<file path="src/hw/sass_pkg.sv">
// shared constants and types for the serial accumulator shift sequencer
package sass_pkg;

  // ------------------------------------------------------------------
  // word framing and count field
  // ------------------------------------------------------------------
  localparam int SASS_WORD_BITS = 32;
  localparam int SASS_COUNT_BITS = 6;
  localparam int SASS_COUNT_LSB = 8;

  // ------------------------------------------------------------------
  // values after reset
  // ------------------------------------------------------------------
  localparam logic SASS_CARRY_RST = 1'b1;
  localparam logic SASS_FLAG_RST = 1'b0;
  localparam logic SASS_TRACK_RST = 1'b0;

  // ------------------------------------------------------------------
  // word-period sequence
  // ------------------------------------------------------------------
  typedef enum logic [3:0] {
    SASS_IDLE = 4'h0,
    SASS_PH3 = 4'h1,
    SASS_WP1 = 4'h2,
    SASS_WP2 = 4'h3,
    SASS_WP3 = 4'h4,
    SASS_SHIFT = 4'h5,
    SASS_STOPF = 4'h6,
    SASS_STOPH = 4'h7,
    SASS_STOPG = 4'h8
  } sass_state_t;

endpackage

</file>
<file path="src/hw/sass_count_if.sv">
// shift count decrement signals between sequencer and count register
`timescale 1ns/1ns
interface sass_count_if #(parameter int COUNT_W = 6);
  logic load;
  logic [COUNT_W-1:0] load_value;
  logic enable;
  logic sign_time;
  logic in_field;
  logic carry;
  logic [COUNT_W-1:0] count;

  modport seq (output load, output load_value, output enable, output sign_time, output in_field,
               input carry, input count);
  modport counter (input load, input load_value, input enable, input sign_time, input in_field,
                   output carry, output count);
endinterface

</file>
<file path="src/hw/sass_count_decr.sv">
// serial down-counter for the shift count held in the command register
`timescale 1ns/1ns
module sass_count_decr #(
  parameter int COUNT_W = sass_pkg::SASS_COUNT_BITS
) (
  // clock and reset
  input wire logic clock_in,
  input wire logic resetn_in,
  // sequencer side
  sass_count_if.counter cnt
);
  import sass_pkg::*;

  logic [COUNT_W-1:0] count;
  logic carry;

  // ------------------------------------------------------------------
  // serial borrow: carry inverts bits until the first one is seen
  // ------------------------------------------------------------------
  wire low_bit = count[0];
  wire next_bit = cnt.enable ? (low_bit ^ carry) : low_bit;

  always_ff @(posedge clock_in)
  begin
    if (!resetn_in)
    begin
      count <= '0;
      carry <= SASS_CARRY_RST;
    end
    else if (cnt.load)
    begin
      count <= cnt.load_value;
      carry <= SASS_CARRY_RST;
    end
    else if (cnt.sign_time)
    begin
      carry <= 1'b1;
    end
    else if (cnt.in_field)
    begin
      count <= {next_bit, count[COUNT_W-1:1]};
      if (low_bit)
      begin
        carry <= 1'b0;
      end
    end
  end

  // a carry still set at sign time means the count was zero
  assign cnt.carry = carry;
  assign cnt.count = count;

endmodule // sass_count_decr

</file>
<file path="src/hw/sass_shift_seq.sv">
// shift command sequencer for the double-length serial accumulator
//
// Behaviour
// - shift right when the lowest data track bit is 0, left when 1
// - bit positions moved equal the count from the data sector field
// - operand search phase 3 ends after exactly one word period
// - phase 4 is word period 1; periods 1 and 2 same for both directions
// - odd/even flag cleared ending phase 4, set ending period 2, stays set
// - F and G cleared at sign time ending phase 4 unless repeat is on
// - F set again at the sign time closing word period 3
// - both accumulators recirculate unchanged during word period 1
// - from period 2 each sign time test trackers; left shift sets branch on overflow or minus one
// - word period 2 clears lower-shift and middle trackers, loads first with lower sign
// - left shift from period 3 passes upper through a delay, up one per word
// - below-half tracker set only from neighbour, cleared only at sign time
// - left shift passes lower through its own delay, up one per word
// - left sign time drops upper top bit; lower second bit enters upper bottom
// - lower-shift tracker cleared each sign time, inserting zero at lower bottom
// - count decremented serially each word of phase 4a with a carry flag
// - zero count keeps carry, sets G; then F, H, G cleared in turn
// - from period 2 each sign time checks overflow and zero count
// - right shift repeats upper sign; upper lowest bit enters lower top
// - zero count clears H before period 3 so nothing shifts
`timescale 1ns/1ns
module sass_shift_seq #(
  parameter int WORD_W = sass_pkg::SASS_WORD_BITS,
  parameter int COUNT_W = sass_pkg::SASS_COUNT_BITS,
  parameter int COUNT_LSB = sass_pkg::SASS_COUNT_LSB
) (
  // clock and reset
  input wire logic clock_in,
  input wire logic resetn_in,
  // accumulator preset
  input wire logic acc_load_in,
  input wire logic [WORD_W-1:0] upper_load_in,
  input wire logic [WORD_W-1:0] lower_load_in,
  // shift command
  input wire logic start_in,
  input wire logic shift_left_in,
  input wire logic [COUNT_W-1:0] shift_count_in,
  input wire logic repeat_in,
  // accumulator view
  output logic [WORD_W-1:0] upper_out,
  output logic [WORD_W-1:0] lower_out,
  // status
  output logic busy_out,
  output logic done_out,
  output logic branch_out,
  output logic sign_time_out,
  output logic phase_f_out,
  output logic phase_g_out,
  output logic phase_h_out,
  output logic odd_even_out,
  output logic [COUNT_W-1:0] count_out
);
  import sass_pkg::*;

  localparam int TIME_W = $clog2(WORD_W);
  localparam logic [TIME_W-1:0] LAST_BIT = TIME_W'(WORD_W - 1);
  localparam logic [TIME_W-1:0] PRE_LAST = TIME_W'(WORD_W - 2);
  localparam logic [TIME_W-1:0] FIELD_LO = TIME_W'(COUNT_LSB);
  localparam logic [TIME_W-1:0] FIELD_HI = TIME_W'(COUNT_LSB + COUNT_W - 1);

  // ------------------------------------------------------------------
  // parameter check
  // ------------------------------------------------------------------
  generate
    if (WORD_W < 8 || COUNT_W < 2 || COUNT_LSB + COUNT_W > WORD_W - 1)
    begin : g_bad_params
      $error("sass_shift_seq: unsupported word or count field size");
    end
  endgenerate

  // ------------------------------------------------------------------
  // state
  // ------------------------------------------------------------------
  sass_state_t state;
  sass_state_t next_state;
  logic [TIME_W-1:0] bit_time;
  logic [WORD_W-1:0] upper;
  logic [WORD_W-1:0] lower;
  logic [WORD_W-1:0] upper_hold;
  logic [WORD_W-1:0] lower_hold;
  logic load_pending;
  logic start_pending;
  logic left;
  logic f;
  logic g;
  logic h;
  logic p1;
  logic p2;
  logic p3;
  logic p4;
  logic p5;
  logic next_f;
  logic next_g;
  logic next_h;
  logic next_p1;
  logic done_event;

  sass_count_if #(.COUNT_W(COUNT_W)) cif ();

  // ------------------------------------------------------------------
  // word framing
  // ------------------------------------------------------------------
  wire sign_time = (bit_time == LAST_BIT);
  wire in_field = (bit_time >= FIELD_LO) && (bit_time <= FIELD_HI);
  wire [TIME_W-1:0] next_bit_time = sign_time ? '0 : bit_time + TIME_W'(1);

  always_ff @(posedge clock_in)
  begin
    if (!resetn_in)
    begin
      bit_time <= '0;
    end
    else
    begin
      bit_time <= next_bit_time;
    end
  end

  // ------------------------------------------------------------------
  // decode
  // ------------------------------------------------------------------
  wire idle = (state == SASS_IDLE);
  wire in_wp2 = (state == SASS_WP2);
  wire shifting = (state == SASS_WP3) || (state == SASS_SHIFT);
  wire tracking = in_wp2 || shifting;
  wire phase_4a = tracking;
  wire zero_count = cif.carry;
  wire start_take = start_in && idle && !start_pending;
  wire load_take = acc_load_in && idle;
  wire load_apply = load_pending && sign_time;

  // ------------------------------------------------------------------
  // count register hookup
  // ------------------------------------------------------------------
  assign cif.load = start_take;
  assign cif.load_value = shift_count_in;
  assign cif.enable = phase_4a;
  assign cif.sign_time = sign_time;
  assign cif.in_field = in_field;

  sass_count_decr #(
    .COUNT_W(COUNT_W)
  ) u_count (
    .clock_in(clock_in),
    .resetn_in(resetn_in),
    .cnt(cif.counter)
  );

  // ------------------------------------------------------------------
  // serial data path
  // ------------------------------------------------------------------
  // bit t of each word sits in position 0 at bit time t; new bits enter at the top
  wire upper_bit = upper[0];
  wire lower_bit = lower[0];

  // left: both words pass through a one-bit delay
  wire left_upper_bit = p3;
  wire left_lower_bit = p2;

  // right: read one bit early; sign repeats, upper lsb lands in lower top
  wire right_upper_bit = sign_time ? upper[0] : upper[1];
  wire right_lower_bit = sign_time ? p2 : lower[1];

  wire dir_upper_bit = left ? left_upper_bit : right_upper_bit;
  wire dir_lower_bit = left ? left_lower_bit : right_lower_bit;

  // outside the shifting periods everything recirculates
  wire next_upper_bit = shifting ? dir_upper_bit : upper_bit;
  wire next_lower_bit = shifting ? dir_lower_bit : lower_bit;

  wire [WORD_W-1:0] stream_upper = {next_upper_bit, upper[WORD_W-1:1]};
  wire [WORD_W-1:0] stream_lower = {next_lower_bit, lower[WORD_W-1:1]};
  wire [WORD_W-1:0] next_upper = load_apply ? upper_hold : stream_upper;
  wire [WORD_W-1:0] next_lower = load_apply ? lower_hold : stream_lower;

  always_ff @(posedge clock_in)
  begin
    if (!resetn_in)
    begin
      upper <= '0;
      lower <= '0;
    end
    else
    begin
      upper <= next_upper;
      lower <= next_lower;
    end
  end

  // ------------------------------------------------------------------
  // preset path
  // ------------------------------------------------------------------
  // a preset is held until a word boundary so the words stay bit-aligned
  always_ff @(posedge clock_in)
  begin
    if (!resetn_in)
    begin
      load_pending <= SASS_FLAG_RST;
      upper_hold <= '0;
      lower_hold <= '0;
    end
    else if (load_take)
    begin
      load_pending <= 1'b1;
      upper_hold <= upper_load_in;
      lower_hold <= lower_load_in;
    end
    else if (load_apply)
    begin
      load_pending <= 1'b0;
    end
  end

  // ------------------------------------------------------------------
  // overflow tracking flip-flops
  // ------------------------------------------------------------------
  // p2 holds the upper lsb for a right shift, the lower delay for a left one
  wire right_p2 = (bit_time == '0) ? upper_bit : p2;
  wire left_p2 = sign_time ? 1'b0 : lower_bit;
  wire next_p2 = left ? left_p2 : right_p2;
  wire sign_p3 = in_wp2 ? lower_bit : p2;
  wire next_p3 = sign_time ? sign_p3 : upper_bit;
  wire next_p4 = sign_time ? 1'b0 : p3;
  wire next_p5 = sign_time ? 1'b0 : (p5 | p4);

  always_ff @(posedge clock_in)
  begin
    if (!resetn_in)
    begin
      p2 <= SASS_TRACK_RST;
      p3 <= SASS_TRACK_RST;
      p4 <= SASS_TRACK_RST;
      p5 <= SASS_TRACK_RST;
    end
    else if (tracking)
    begin
      p2 <= next_p2;
      p3 <= next_p3;
      p4 <= next_p4;
      p5 <= next_p5;
    end
  end

  // ------------------------------------------------------------------
  // overflow test
  // ------------------------------------------------------------------
  // trackers see the word before its shift, so this predicts the next shift;
  // with the count exhausted no further shift follows and nothing is flagged
  wire sign_split = (!p3 && p4) || (p3 && !p4);
  wire minus_one = p3 && p4 && !p5 && !lower_bit;
  wire overflow = left && tracking && sign_time && !zero_count && (sign_split || minus_one);

  always_ff @(posedge clock_in)
  begin
    if (!resetn_in)
    begin
      branch_out <= SASS_FLAG_RST;
    end
    else if (overflow)
    begin
      branch_out <= 1'b1;
    end
    else if (start_take)
    begin
      branch_out <= 1'b0;
    end
  end

  // ------------------------------------------------------------------
  // phase sequencing, all steps at sign time
  // ------------------------------------------------------------------
  always_comb
  begin
    next_state = state;
    next_f = f;
    next_g = g;
    next_h = h;
    next_p1 = p1;
    done_event = 1'b0;
    if (sign_time)
    begin
      case (state)
        SASS_IDLE:
        begin
          if (start_pending)
          begin
            next_state = SASS_PH3;
            next_f = 1'b1;
            next_g = 1'b0;
            next_h = 1'b0;
          end
        end
        SASS_PH3:
        begin
          next_g = 1'b1;
          next_state = SASS_WP1;
        end
        SASS_WP1:
        begin
          // a repeated command holds phase 4
          if (!repeat_in)
          begin
            next_f = 1'b0;
            next_g = 1'b0;
            next_h = 1'b1;
            next_p1 = 1'b0;
            next_state = SASS_WP2;
          end
        end
        SASS_WP2:
        begin
          next_p1 = 1'b1;
          if (zero_count)
          begin
            next_h = 1'b0;
            next_state = SASS_IDLE;
            done_event = 1'b1;
          end
          else
          begin
            next_state = SASS_WP3;
          end
        end
        SASS_WP3:
        begin
          next_f = 1'b1;
          if (zero_count)
          begin
            next_g = 1'b1;
            next_state = SASS_STOPF;
          end
          else
          begin
            next_state = SASS_SHIFT;
          end
        end
        SASS_SHIFT:
        begin
          if (zero_count)
          begin
            next_g = 1'b1;
            next_state = SASS_STOPF;
          end
        end
        SASS_STOPF:
        begin
          next_f = 1'b0;
          next_state = SASS_STOPH;
        end
        SASS_STOPH:
        begin
          next_h = 1'b0;
          next_state = SASS_STOPG;
        end
        SASS_STOPG:
        begin
          next_g = 1'b0;
          next_state = SASS_IDLE;
          done_event = 1'b1;
        end
        default:
        begin
          next_state = SASS_IDLE;
          next_f = 1'b0;
          next_g = 1'b0;
          next_h = 1'b0;
        end
      endcase
    end
  end

  always_ff @(posedge clock_in)
  begin
    if (!resetn_in)
    begin
      state <= SASS_IDLE;
      f <= SASS_FLAG_RST;
      g <= SASS_FLAG_RST;
      h <= SASS_FLAG_RST;
      p1 <= SASS_FLAG_RST;
    end
    else
    begin
      state <= next_state;
      f <= next_f;
      g <= next_g;
      h <= next_h;
      p1 <= next_p1;
    end
  end

  // ------------------------------------------------------------------
  // command capture
  // ------------------------------------------------------------------
  // a start waits for the next word boundary; a second start meanwhile is ignored
  always_ff @(posedge clock_in)
  begin
    if (!resetn_in)
    begin
      start_pending <= SASS_FLAG_RST;
      left <= SASS_FLAG_RST;
    end
    else if (start_take)
    begin
      start_pending <= 1'b1;
      left <= shift_left_in;
    end
    else if (idle && sign_time)
    begin
      start_pending <= 1'b0;
    end
  end

  // ------------------------------------------------------------------
  // registered outputs
  // ------------------------------------------------------------------
  always_ff @(posedge clock_in)
  begin
    if (!resetn_in)
    begin
      upper_out <= '0;
      lower_out <= '0;
      count_out <= '0;
      busy_out <= SASS_FLAG_RST;
      done_out <= SASS_FLAG_RST;
      sign_time_out <= SASS_FLAG_RST;
    end
    else
    begin
      // words are only whole and aligned at a boundary
      if (sign_time)
      begin
        upper_out <= next_upper;
        lower_out <= next_lower;
        count_out <= cif.count;
      end
      busy_out <= (next_state != SASS_IDLE) || start_take || (start_pending && !(idle && sign_time))
                  || (idle && sign_time && start_pending);
      done_out <= done_event;
      sign_time_out <= (bit_time == PRE_LAST);
    end
  end

  assign phase_f_out = f;
  assign phase_g_out = g;
  assign phase_h_out = h;
  assign odd_even_out = p1;

endmodule // sass_shift_seq

</file>
<file path="config.mk">
export PLATFORM = sky130hd
export DESIGN_NAME = sass_shift_seq
export DESIGN_NICKNAME = d
export VERILOG_FILES = /design/src/hw/sass_pkg.sv /design/src/hw/sass_count_if.sv /design/src/hw/sass_count_decr.sv /design/src/hw/sass_shift_seq.sv
export SDC_FILE = /design/constraint.sdc
export NUM_CORES = 1
export LEC_CHECK = 0
export BUFFER_PORTS_ARGS = -buffer_cell sky130_fd_sc_hd__buf_2
export CAP_MARGIN = 20
export CORE_MARGIN = 10
export CORE_UTILIZATION = 47
export DETAILED_ROUTE_END_ITERATION = 10
export GPL_TIMING_DRIVEN = 0
export HOLD_SLACK_MARGIN = 0.15
export PLACE_DENSITY_LB_ADDON = 0.08
export SYNTH_ARGS = -nofsm -noshare
export SYNTH_HDL_FRONTEND = slang
export SYNTH_HIERARCHICAL = 1
export SYNTH_SLANG_ARGS = --single-unit
</file>
<file path="constraint.sdc">
create_clock -name clock_in -period 4.5 [get_ports clock_in]
set_clock_uncertainty 0.1 [all_clocks]
set_input_delay 0.45 -clock clock_in [delete_from_list [all_inputs] [get_ports clock_in]]
set_output_delay 0.45 -clock clock_in [all_outputs]
set_load 0.005 [all_outputs]
</file>
# Word level (Yosys, flattened, before mapping)
# Cells that the tools add are included.
# op_classes
add_sub_neg	1
n_lt_le_gt_ge	2
eq_ne	15
mux	44
bitwise_logic	6
n_reduce_logical	54
# ops
op	n
2-to-1 mux 32 bit	2
case mux 4 bit (8 select lines)	1
2-to-1 mux 1 bit	27
2-to-1 mux 6 bit	3
logical AND 1 bit	17
equality test 4 x 3 -> 1 bit (second input constant)	4
2-to-1 mux 4 bit	4
nonzero test 2 bit	6
equality test 5 bit (second input constant)	2
AND reduction 5 bit	2
OR reduction 5 bit	2
equality test 4 x 2 -> 1 bit (second input constant)	2
case mux 1 bit (4 select lines)	2
AND reduction 2 bit	4
logical NOT 1 bit	7
logical OR 1 bit	7
!= test 2 x 1 -> 1 bit (second input constant)	3
OR reduction 3 bit	2
adder 5 x 1 -> 5 bit (second input constant)	1
>= comparator 5 x 4 -> 1 bit (second input constant)	1
less-or-equal comparator 5 x 4 -> 1 bit (second input constant)	1
logical NOT 5 bit	1
case mux 1 bit (5 select lines)	1
equality test 4 x 1 -> 1 bit (second input constant)	1
13 further kinds	19
# totals
regBits	229
inputBits	76
output_inout_bits	78
word_cells	148

# Logic depth before layout (Yosys ltp)
# Gate-level depths: netlist of the first run.
# depth
ltp_word	8
mapped_depth	9
ltp_nobuf	7

# Modules after synthesis
# Netlist of the first run, hierarchy kept.
# by_module_without_submodules
mod	instances	cells_per_inst	area_each_um2	seq_area_each_um2
sass_shift_seq	1	1023	8718.4	4444.3
sass_count_decr	1	37	322.8	140.1

# Worst setup path after synthesis of the first run
# Ideal clock, no wire load.
# synth_path
path_type	register -> register
start	register bit_time[0]
end	register upper_out[10]
setup_ps	137
arrival_time_ps	1772
required_time_ps	4263
setup_slack_ps	2490
path_stages_with_launch	8
path_buffers	3
synth_period_minus_slack_ps	2010
path_cell_list	dfxtp_1 -> ha_1 -> and3_1 -> ha_1 -> buf_2 -> clkbuf_1 -> buf_1 -> a211oi_1
# synth_between
elab_chain_cells	3
# synth_rtl
element	line	text
start, declared	sass_shift_seq.sv:79	logic [TIME_W-1:0] bit_time;
start signal, assigned	sass_shift_seq.sv:118	bit_time <= next_bit_time;
equality test 5 bit (*)	sass_shift_seq.sv:106	wire sign_time = (bit_time == LAST_BIT);
named net cif.sign_time	sass_count_if.sv:7	logic sign_time;
logical AND 1 bit	sass_shift_seq.sv:133	wire load_apply = load_pending && sign_time;
2-to-1 mux 32 bit	sass_shift_seq.sv:176	wire [WORD_W-1:0] next_upper = load_apply ? upper_hold : stream_upper;
end signal, assigned	sass_shift_seq.sv:436	upper_out <= next_upper;
end, declared	sass_shift_seq.sv:43	output logic [WORD_W-1:0] upper_out,
# The timed path passes the listed nets; every way through them passes the cells marked *.
# A chain may end at the register's enable or synchronous reset.

# Worst setup path in the final report of the first run
# layout_path
start	register bit_time[0]
end	register upper_out[20]
# The elaborated chain is that of the path after synthesis.

==> results.json, run 1 <==
{
  "outcome": "completed",
  "critical_path_required_ns": 4.77,
  "synth_fp_nets": 1142,
  "drtPass1Iterations": 4,
  "netlist_area_um2": 9040,
  "dr.first_iter.drc_count": 385,
  "synth_edf_count": 0,
  "worst-path-max-fanout": 10,
  "power_density_nw_per_um2": 388,
  "synth-compound-area-share_pct": 16.6,
  "via_per_inst": 5.05,
  "leakage_nw": 4.67,
  "synth_top_family_by_area": "simple AND/OR/NAND/NOR gates",
  "placed_cells": 1473,
  "cp.depth": 7,
  "p_sw_share_pct": 21.9,
  "drive_gt1_share_pct": 17.5,
  "synth_mux_area_share_pct": 8.30,
  "sequentialPowerShare_pct": 46.3,
  "syn_to_final_growth_pct": 29.7,
  "synth-xor-area-share_pct": 0.291,
  "clkLatencyLatePin_ns": 0.52,
  "clock.fmax_mhz": 354,
  "synth_warnings": 6,
  "hold_path.class": "input pin to flip-flop",
  "fin_crit_sh_pct": 62.7,
  "regToRegSetupSlack_ns": 1.68,
  "r2r_start": "bit_time[0]",
  "tightest_slew_ns": 0.671,
  "nNetsFinal": 1393,
  "antenna_found_initial": 2,
  "track_usage_pct": 20.2,
  "hold_depth": 4,
  "cts_buffers": 25,
  "routed_wl_mm": 25.5,
  "die_height_um": 159,
  "grt_pass1_vias": 7910,
  "path_buf_inv": 3,
  "slew_violations": 0,
  "min_period_ns": 2.82,
  "clock-sinks": 229,
  "rows": 50,
  "gp_congestion": 0.871,
  "grt_pass1_wl_mm": 41.4,
  "drc": 0,
  "ys_types": 45,
  "io_pins": 154,
  "synth-simple-area-share_pct": 18.2,
  "crit_end": "upper_out[20]",
  "ant_nets": 0,
  "postSynthAreaPerCell_um2": 8.53,
  "io_buffers": 153,
  "final_util_pct": 62.3,
  "critPathArrivalTime_ns": 3.09,
  "grt_max_degree": 14,
  "criticalPathCategory": "flip-flop to flip-flop",
  "power_frac_clock_pct": 47.6,
  "n_fill_cell": 1663,
  "cts.reportedPaths.clkPinSlew_ns": 0.06,
  "cpPeakStageDelay_ns": 0.52,
  "critical_path.top_delay_family": "buffers and inverters",
  "drv_cap": 0,
  "clockBufferDepth": 3,
  "hold_viol": 0,
  "die_area_um2": 25200,
  "p_comb_share_pct": 6.2,
  "finalSetupViolations": 0,
  "ctsRootBufferMaster": "clkbuf_16",
  "cp-start-kind": "flip-flop",
  "die_width_um": 159,
  "stdcell_count": 1590,
  "hpwl_mm": 17.7,
  "rsz0062_at_grt": "false",
  "grt.overflow.total": 0,
  "end_kind": "flip-flop",
  "p_int_mw": 3.55,
  "critPathLaunch": "bit_time[0]",
  "synthAdderAreaFrac_pct": 0.830,
  "htreeDepth": 1,
  "r2r_end": "upper_out[20]",
  "ff2ff_path_depth": 7,
  "cpMostUsedCell": "ha_1",
  "fin_tns_setup_ns": 0,
  "seq_area_frac_synth_pct": 50.7,
  "relSlewSlack_pct": 55.3,
  "async_flop_share_pct": 0,
  "syn_inst": 1060,
  "via_count": 8023,
  "ys.flop_type": "dfxtp_1",
  "ys_seq_elements": 229,
  "start_util_pct": 48.0,
  "cts_resized": 0,
  "wl_per_cell_um": 16.0,
  "path_cells": "ha_1 -> and3_1 -> ha_1 -> buf_2 -> clkbuf_1 -> buf_1 -> a211oi_1",
  "tritoncts": "yes",
  "peakVddDrop_uv": 321,
  "power_switching_uw": 994,
  "fp.coreArea_um2": 18800,
  "cp_slowest_cell": "clkbuf_1"
}
## logic make-up (layout without fill, tap and decap cells)
| group | Yosys count | in the layout |
|---|---|---|
| other cells | 0 | 2 |
| xor+xnor | 3 | 3 |
| flops | 229 | 229 |
| buf+inv | 95 | 363 |
| mux | 75 | 75 |
| fa+ha+maj | 6 | 6 |
| compound gates | 252 | 252 |
| simple gates | 400 | 400 |
## cell usage after synthesis, drive strengths merged, types with 5 or more instances
cell type  count  area [um2]
ha             6        75.1
clkbuf        47         176
a211oi        65         488
nor2b          9        56.3
mux2i         75         751
o21ai         18        90.1
a31oi          6        37.5
nor2          83         312
nand2b         7        43.8
a21oi        145         737
buf           38         244
and3           5        31.3
dfxtp        229        4580
nand2        269        1010
and2           5        31.3
inv           10        37.5
## sequential cells by signal, summed over array words and instances (netlist names), 4 cells and up
signal,count
bit_time,5
count_out,6
lower,32
lower_hold,32
lower_out,32
state,4
u_count/cnt.count,6
upper,32
upper_hold,32
upper_out,32
## layout make-up
class	count	area, um2	share of cell area, %
Clock buffer	37	771	6.57
Multi-Input combinational cell	736	4000	34.1
Tap cell	260	325	2.77
Antenna cell	2	5.00	0.0427
Timing Repair Buffer	224	1480	12.6
Buffer	85	420	3.58
Sequential cell	229	4580	39.1
Clock inverter	7	110	0.939
Inverter	10	37.5	0.320
## layer usage
layer  GRT usage (%)  vias up  wire length, um
li1                -     4112                -
met2            33.6      164            12000
met4            4.54        0              363
met5               0        -                0
met1            26.2     3720            11600
met3            4.29       27             1540
## stage by stage
stage               instance area, um2  hold WS [ns]  power [mW]  worst slack, ns
finish                           11700         0.248        4.55             1.68
global route                     11700         0.258        4.72             1.50
global placement                 10100         0.343        2.38             1.76
detailed placement               10100         0.346        2.38             1.70
floorplan                         9040         0.336        2.29             2.49
CTS                              11700         0.229        4.59             1.68
## how the worst min path moves through the flow
stage,start,end,slack (ns)
2_1_floorplan,lower[11],lower[10],0.34
3_3_place_gp,lower[18],lower[17],0.34
3_5_place_dp,upper[27],upper[26],0.35
4_1_cts,shift_count_in[5],u_count/cnt.count[5],0.23
5_1_grt,shift_count_in[5],u_count/cnt.count[5],0.26
6_report,shift_count_in[5],u_count/cnt.count[5],0.25
## layout by cell type (no fill, tap or decap), types with 2 or more instances in the layout
cell           synthesis  layout
buf_6                  8       8
o21a_1                 3       3
a211oi_1              65      65
clkinv_2               0       4
nor2_1                83      83
and3_1                 5       5
nand3_1                4       4
nor3_1                 2       2
a31oi_1                6       6
clkbuf_16              0      25
nand3b_1               2       2
clkbuf_1              47      49
nor4_1                 2       2
inv_1                 10      10
dlygate4sd3_1          0      71
o21ai_0               18      18
diode_2                0       2
nor3b_1                4       4
dfxtp_1              229     229
mux2i_1               75      75
o311ai_0               2       2
bufinv_16              0       3
clkbuf_8               0      10
xor2_1                 2       2
ha_1                   6       6
o2111ai_1              2       2
nand2_1              269     269
buf_2                 21     174
buf_4                  4       4
nor2b_1                9       9
a31o_2                 2       2
nand2b_1               7       7
buf_1                  5       5
or3_1                  4       4
and2_1                 5       5
a21oi_1              144     144
## repair_timing
| item | CTS | global route |
|---|---|---|
| setup buffers | 0 | 0 |
| endpoints found under the hold margin | 71 | 0 |
| hold buffers | 71 | 0 |
## worst min-delay path: stages
cell	delay [ns]
buf_2	0.08
and2_1	0.11
a31oi_1	0.04
o22ai_1	0.13
## power by group through the flow
stage / combinational (mW) / sequential [mW] / clock, mW
after global placement: 0.232 / 2.15 / 0
after detailed placement: 0.234 / 2.15 / 0
final: 0.282 / 2.10 / 2.16
after global routing: 0.314 / 2.11 / 2.29
after CTS: 0.282 / 2.10 / 2.21
after floorplan: 0.150 / 2.14 / 0
Note: power is estimated with default switching activity, not from simulation.
==> inputs of run 2 (changes only) <==
clock period = 2.9 ns   (was 4.5 ns; I/O delays follow)
==> run 2 against run 1 <==
Combinational power rose by 59%. Flip-flop and latch count unchanged. First-iteration DRC count up 4.9%. Final area grew 0.69%. Worst setup slack got worse by 1.4 ns. Largest cell class unchanged. Largest power group unchanged.
==> results.json, run 2 (synthesis results as in run 1) <==
{
  "hpwl_mm": 17.7,
  "finalSetupViolations": 0,
  "clockBufferDepth": 3,
  "fp.coreArea_um2": 18800,
  "die_width_um": 159,
  "ctsRootBufferMaster": "clkbuf_16",
  "fin_tns_setup_ns": 0,
  "cp-start-kind": "flip-flop",
  "final_util_pct": 62.7,
  "critPathLaunch": "bit_time[0]",
  "io_buffers": 153,
  "cts_buffers": 25,
  "critPathArrivalTime_ns": 2.98,
  "slew_violations": 0,
  "outcome": "completed",
  "hold-path-endpoint": "lower_hold[2]",
  "mostFrequentLayoutCells": "269 x nand2_1, 229 x dfxtp_1, 174 x buf_2, 144 x a21oi_1, 83 x nor2_1",
  "met3_usage_pct": 4.26,
  "end_kind": "flip-flop",
  "antenna_found_initial": 2,
  "hold_path.class": "input pin to flip-flop",
  "grtUsageMet2_pct": 33.9,
  "dr.first_iter.drc_count": 404,
  "holdCritStartpoint": "acc_load_in",
  "syn_to_final_growth_pct": 30.6,
  "fin_crit_sh_pct": 91.0,
  "wl_per_cell_um": 16.0,
  "criticalPathCategory": "flip-flop to flip-flop",
  "grt_pass1_vias": 7967,
  "htreeDepth": 1,
  "tritoncts": "yes",
  "cts.reportedPaths.clkPinSlew_ns": 0.06,
  "drv_cap": 0,
  "clock.fmax_mhz": 379,
  "peakVddDrop_uv": 499,
  "min_period_ns": 2.64,
  "rows": 50,
  "whs_ns": 0.219,
  "hold_viol": 0,
  "gp_congestion": 0.871,
  "drive_gt1_share_pct": 17.5,
  "routed_wl_mm": 25.6,
  "r2r_end": "lower[29]",
  "drtPass1Iterations": 5,
  "regToRegSetupSlack_ns": 0.26,
  "relSlewSlack_pct": 55.6,
  "r2r_start": "bit_time[0]",
  "nNetsFinal": 1401,
  "clkLatencyLatePin_ns": 0.52,
  "grt_pass1_wl_mm": 41.6,
  "grt_max_degree": 14,
  "worst-path-max-fanout": 10,
  "n_fill_cell": 1649,
  "power_density_nw_per_um2": 599,
  "hold_depth": 5,
  "grt.overflow.total": 0,
  "track_usage_pct": 20.3,
  "start_util_pct": 48.0,
  "die_area_um2": 25200,
  "drc": 0,
  "via_count": 8065,
  "clock-sinks": 229,
  "use_met1_pct": 26.2,
  "busiest_layer": "met2",
  "critical_path_required_ns": 3.24,
  "die_height_um": 159,
  "io_pins": 154,
  "ff2ff_path_depth": 8,
  "rsz0062_at_grt": "false",
  "layout_commonest_cell": "nand2_1",
  "tightest_slew_ns": 0.666,
  "leakage_nw": 4.70,
  "ant_nets": 0,
  "via_per_inst": 5.05
}
==> run 2: layer usage <==
| layer | vias up | routed length [um] |
|---|---|---|
| li1 | 4127 | - |
| met5 | - | 0 |
| met4 | 0 | 365 |
| met1 | 3754 | 11700 |
| met3 | 28 | 1500 |
| met2 | 156 | 12000 |
==> run 2: worst max-delay path, cell delays in order, from the launching register on <==
cell      delay [ns]
dfxtp_1         0.40
ha_1            0.20
and3_1          0.16
ha_1            0.34
and2_1          0.19
clkbuf_1        0.45
clkbuf_1        0.45
nand2_1         0.12
a21oi_1         0.16
==> run 2: worst max path at each step <==
stage,to,slack [ns]
2_1_floorplan,upper_out[10],0.89
6_report,lower[29],0.26
3_5_place_dp,upper_out[20],0.1
3_3_place_gp,upper_out[20],0.16
5_1_grt,lower[11],0.05
4_1_cts,upper_out[20],0.08
==> run 2: final cells by class <==
| class | instances | area, um2 | area share [%] |
|---|---|---|---|
| Buffer | 85 | 422 | 3.57 |
| Inverter | 10 | 37.5 | 0.318 |
| Antenna cell | 2 | 5.00 | 0.0424 |
| Tap cell | 260 | 325 | 2.75 |
| Multi-Input combinational cell | 736 | 4000 | 33.9 |
| Sequential cell | 229 | 4580 | 38.8 |
| Timing Repair Buffer | 232 | 1560 | 13.2 |
| Clock inverter | 7 | 110 | 0.932 |
| Clock buffer | 37 | 771 | 6.53 |
==> run 2: stage by stage <==
step / power, mW / instances / worst slack (ns) / cell area [um2]
final: 7.07 / 1598 / 0.260 / 11800
after global routing: 7.33 / 1598 / 0.0530 / 11800
after CTS: 7.13 / 1596 / 0.0786 / 11800
after detailed placement: 3.69 / 1473 / 0.0998 / 10100
after global placement: 3.69 / 1473 / 0.164 / 10100
after floorplan: 3.55 / 1060 / 0.890 / 9040
==> run 2: power breakdown <==
part	internal, mW	total, mW	switching [mW]	leakage [nW]
combinational	0.217	0.448	0.231	2.40
clock	2.09	3.36	1.27	0.440
sequential	3.21	3.26	0.0511	1.86
==> run 2: what timing repair did <==
item / in CTS / in global routing
hold buffers: 79 / 0
gates resized for setup: 0 / 2
endpoints found under the hold margin: 76 / 0
setup buffers: 0 / 0
setup endpoints to repair: 0 / 30
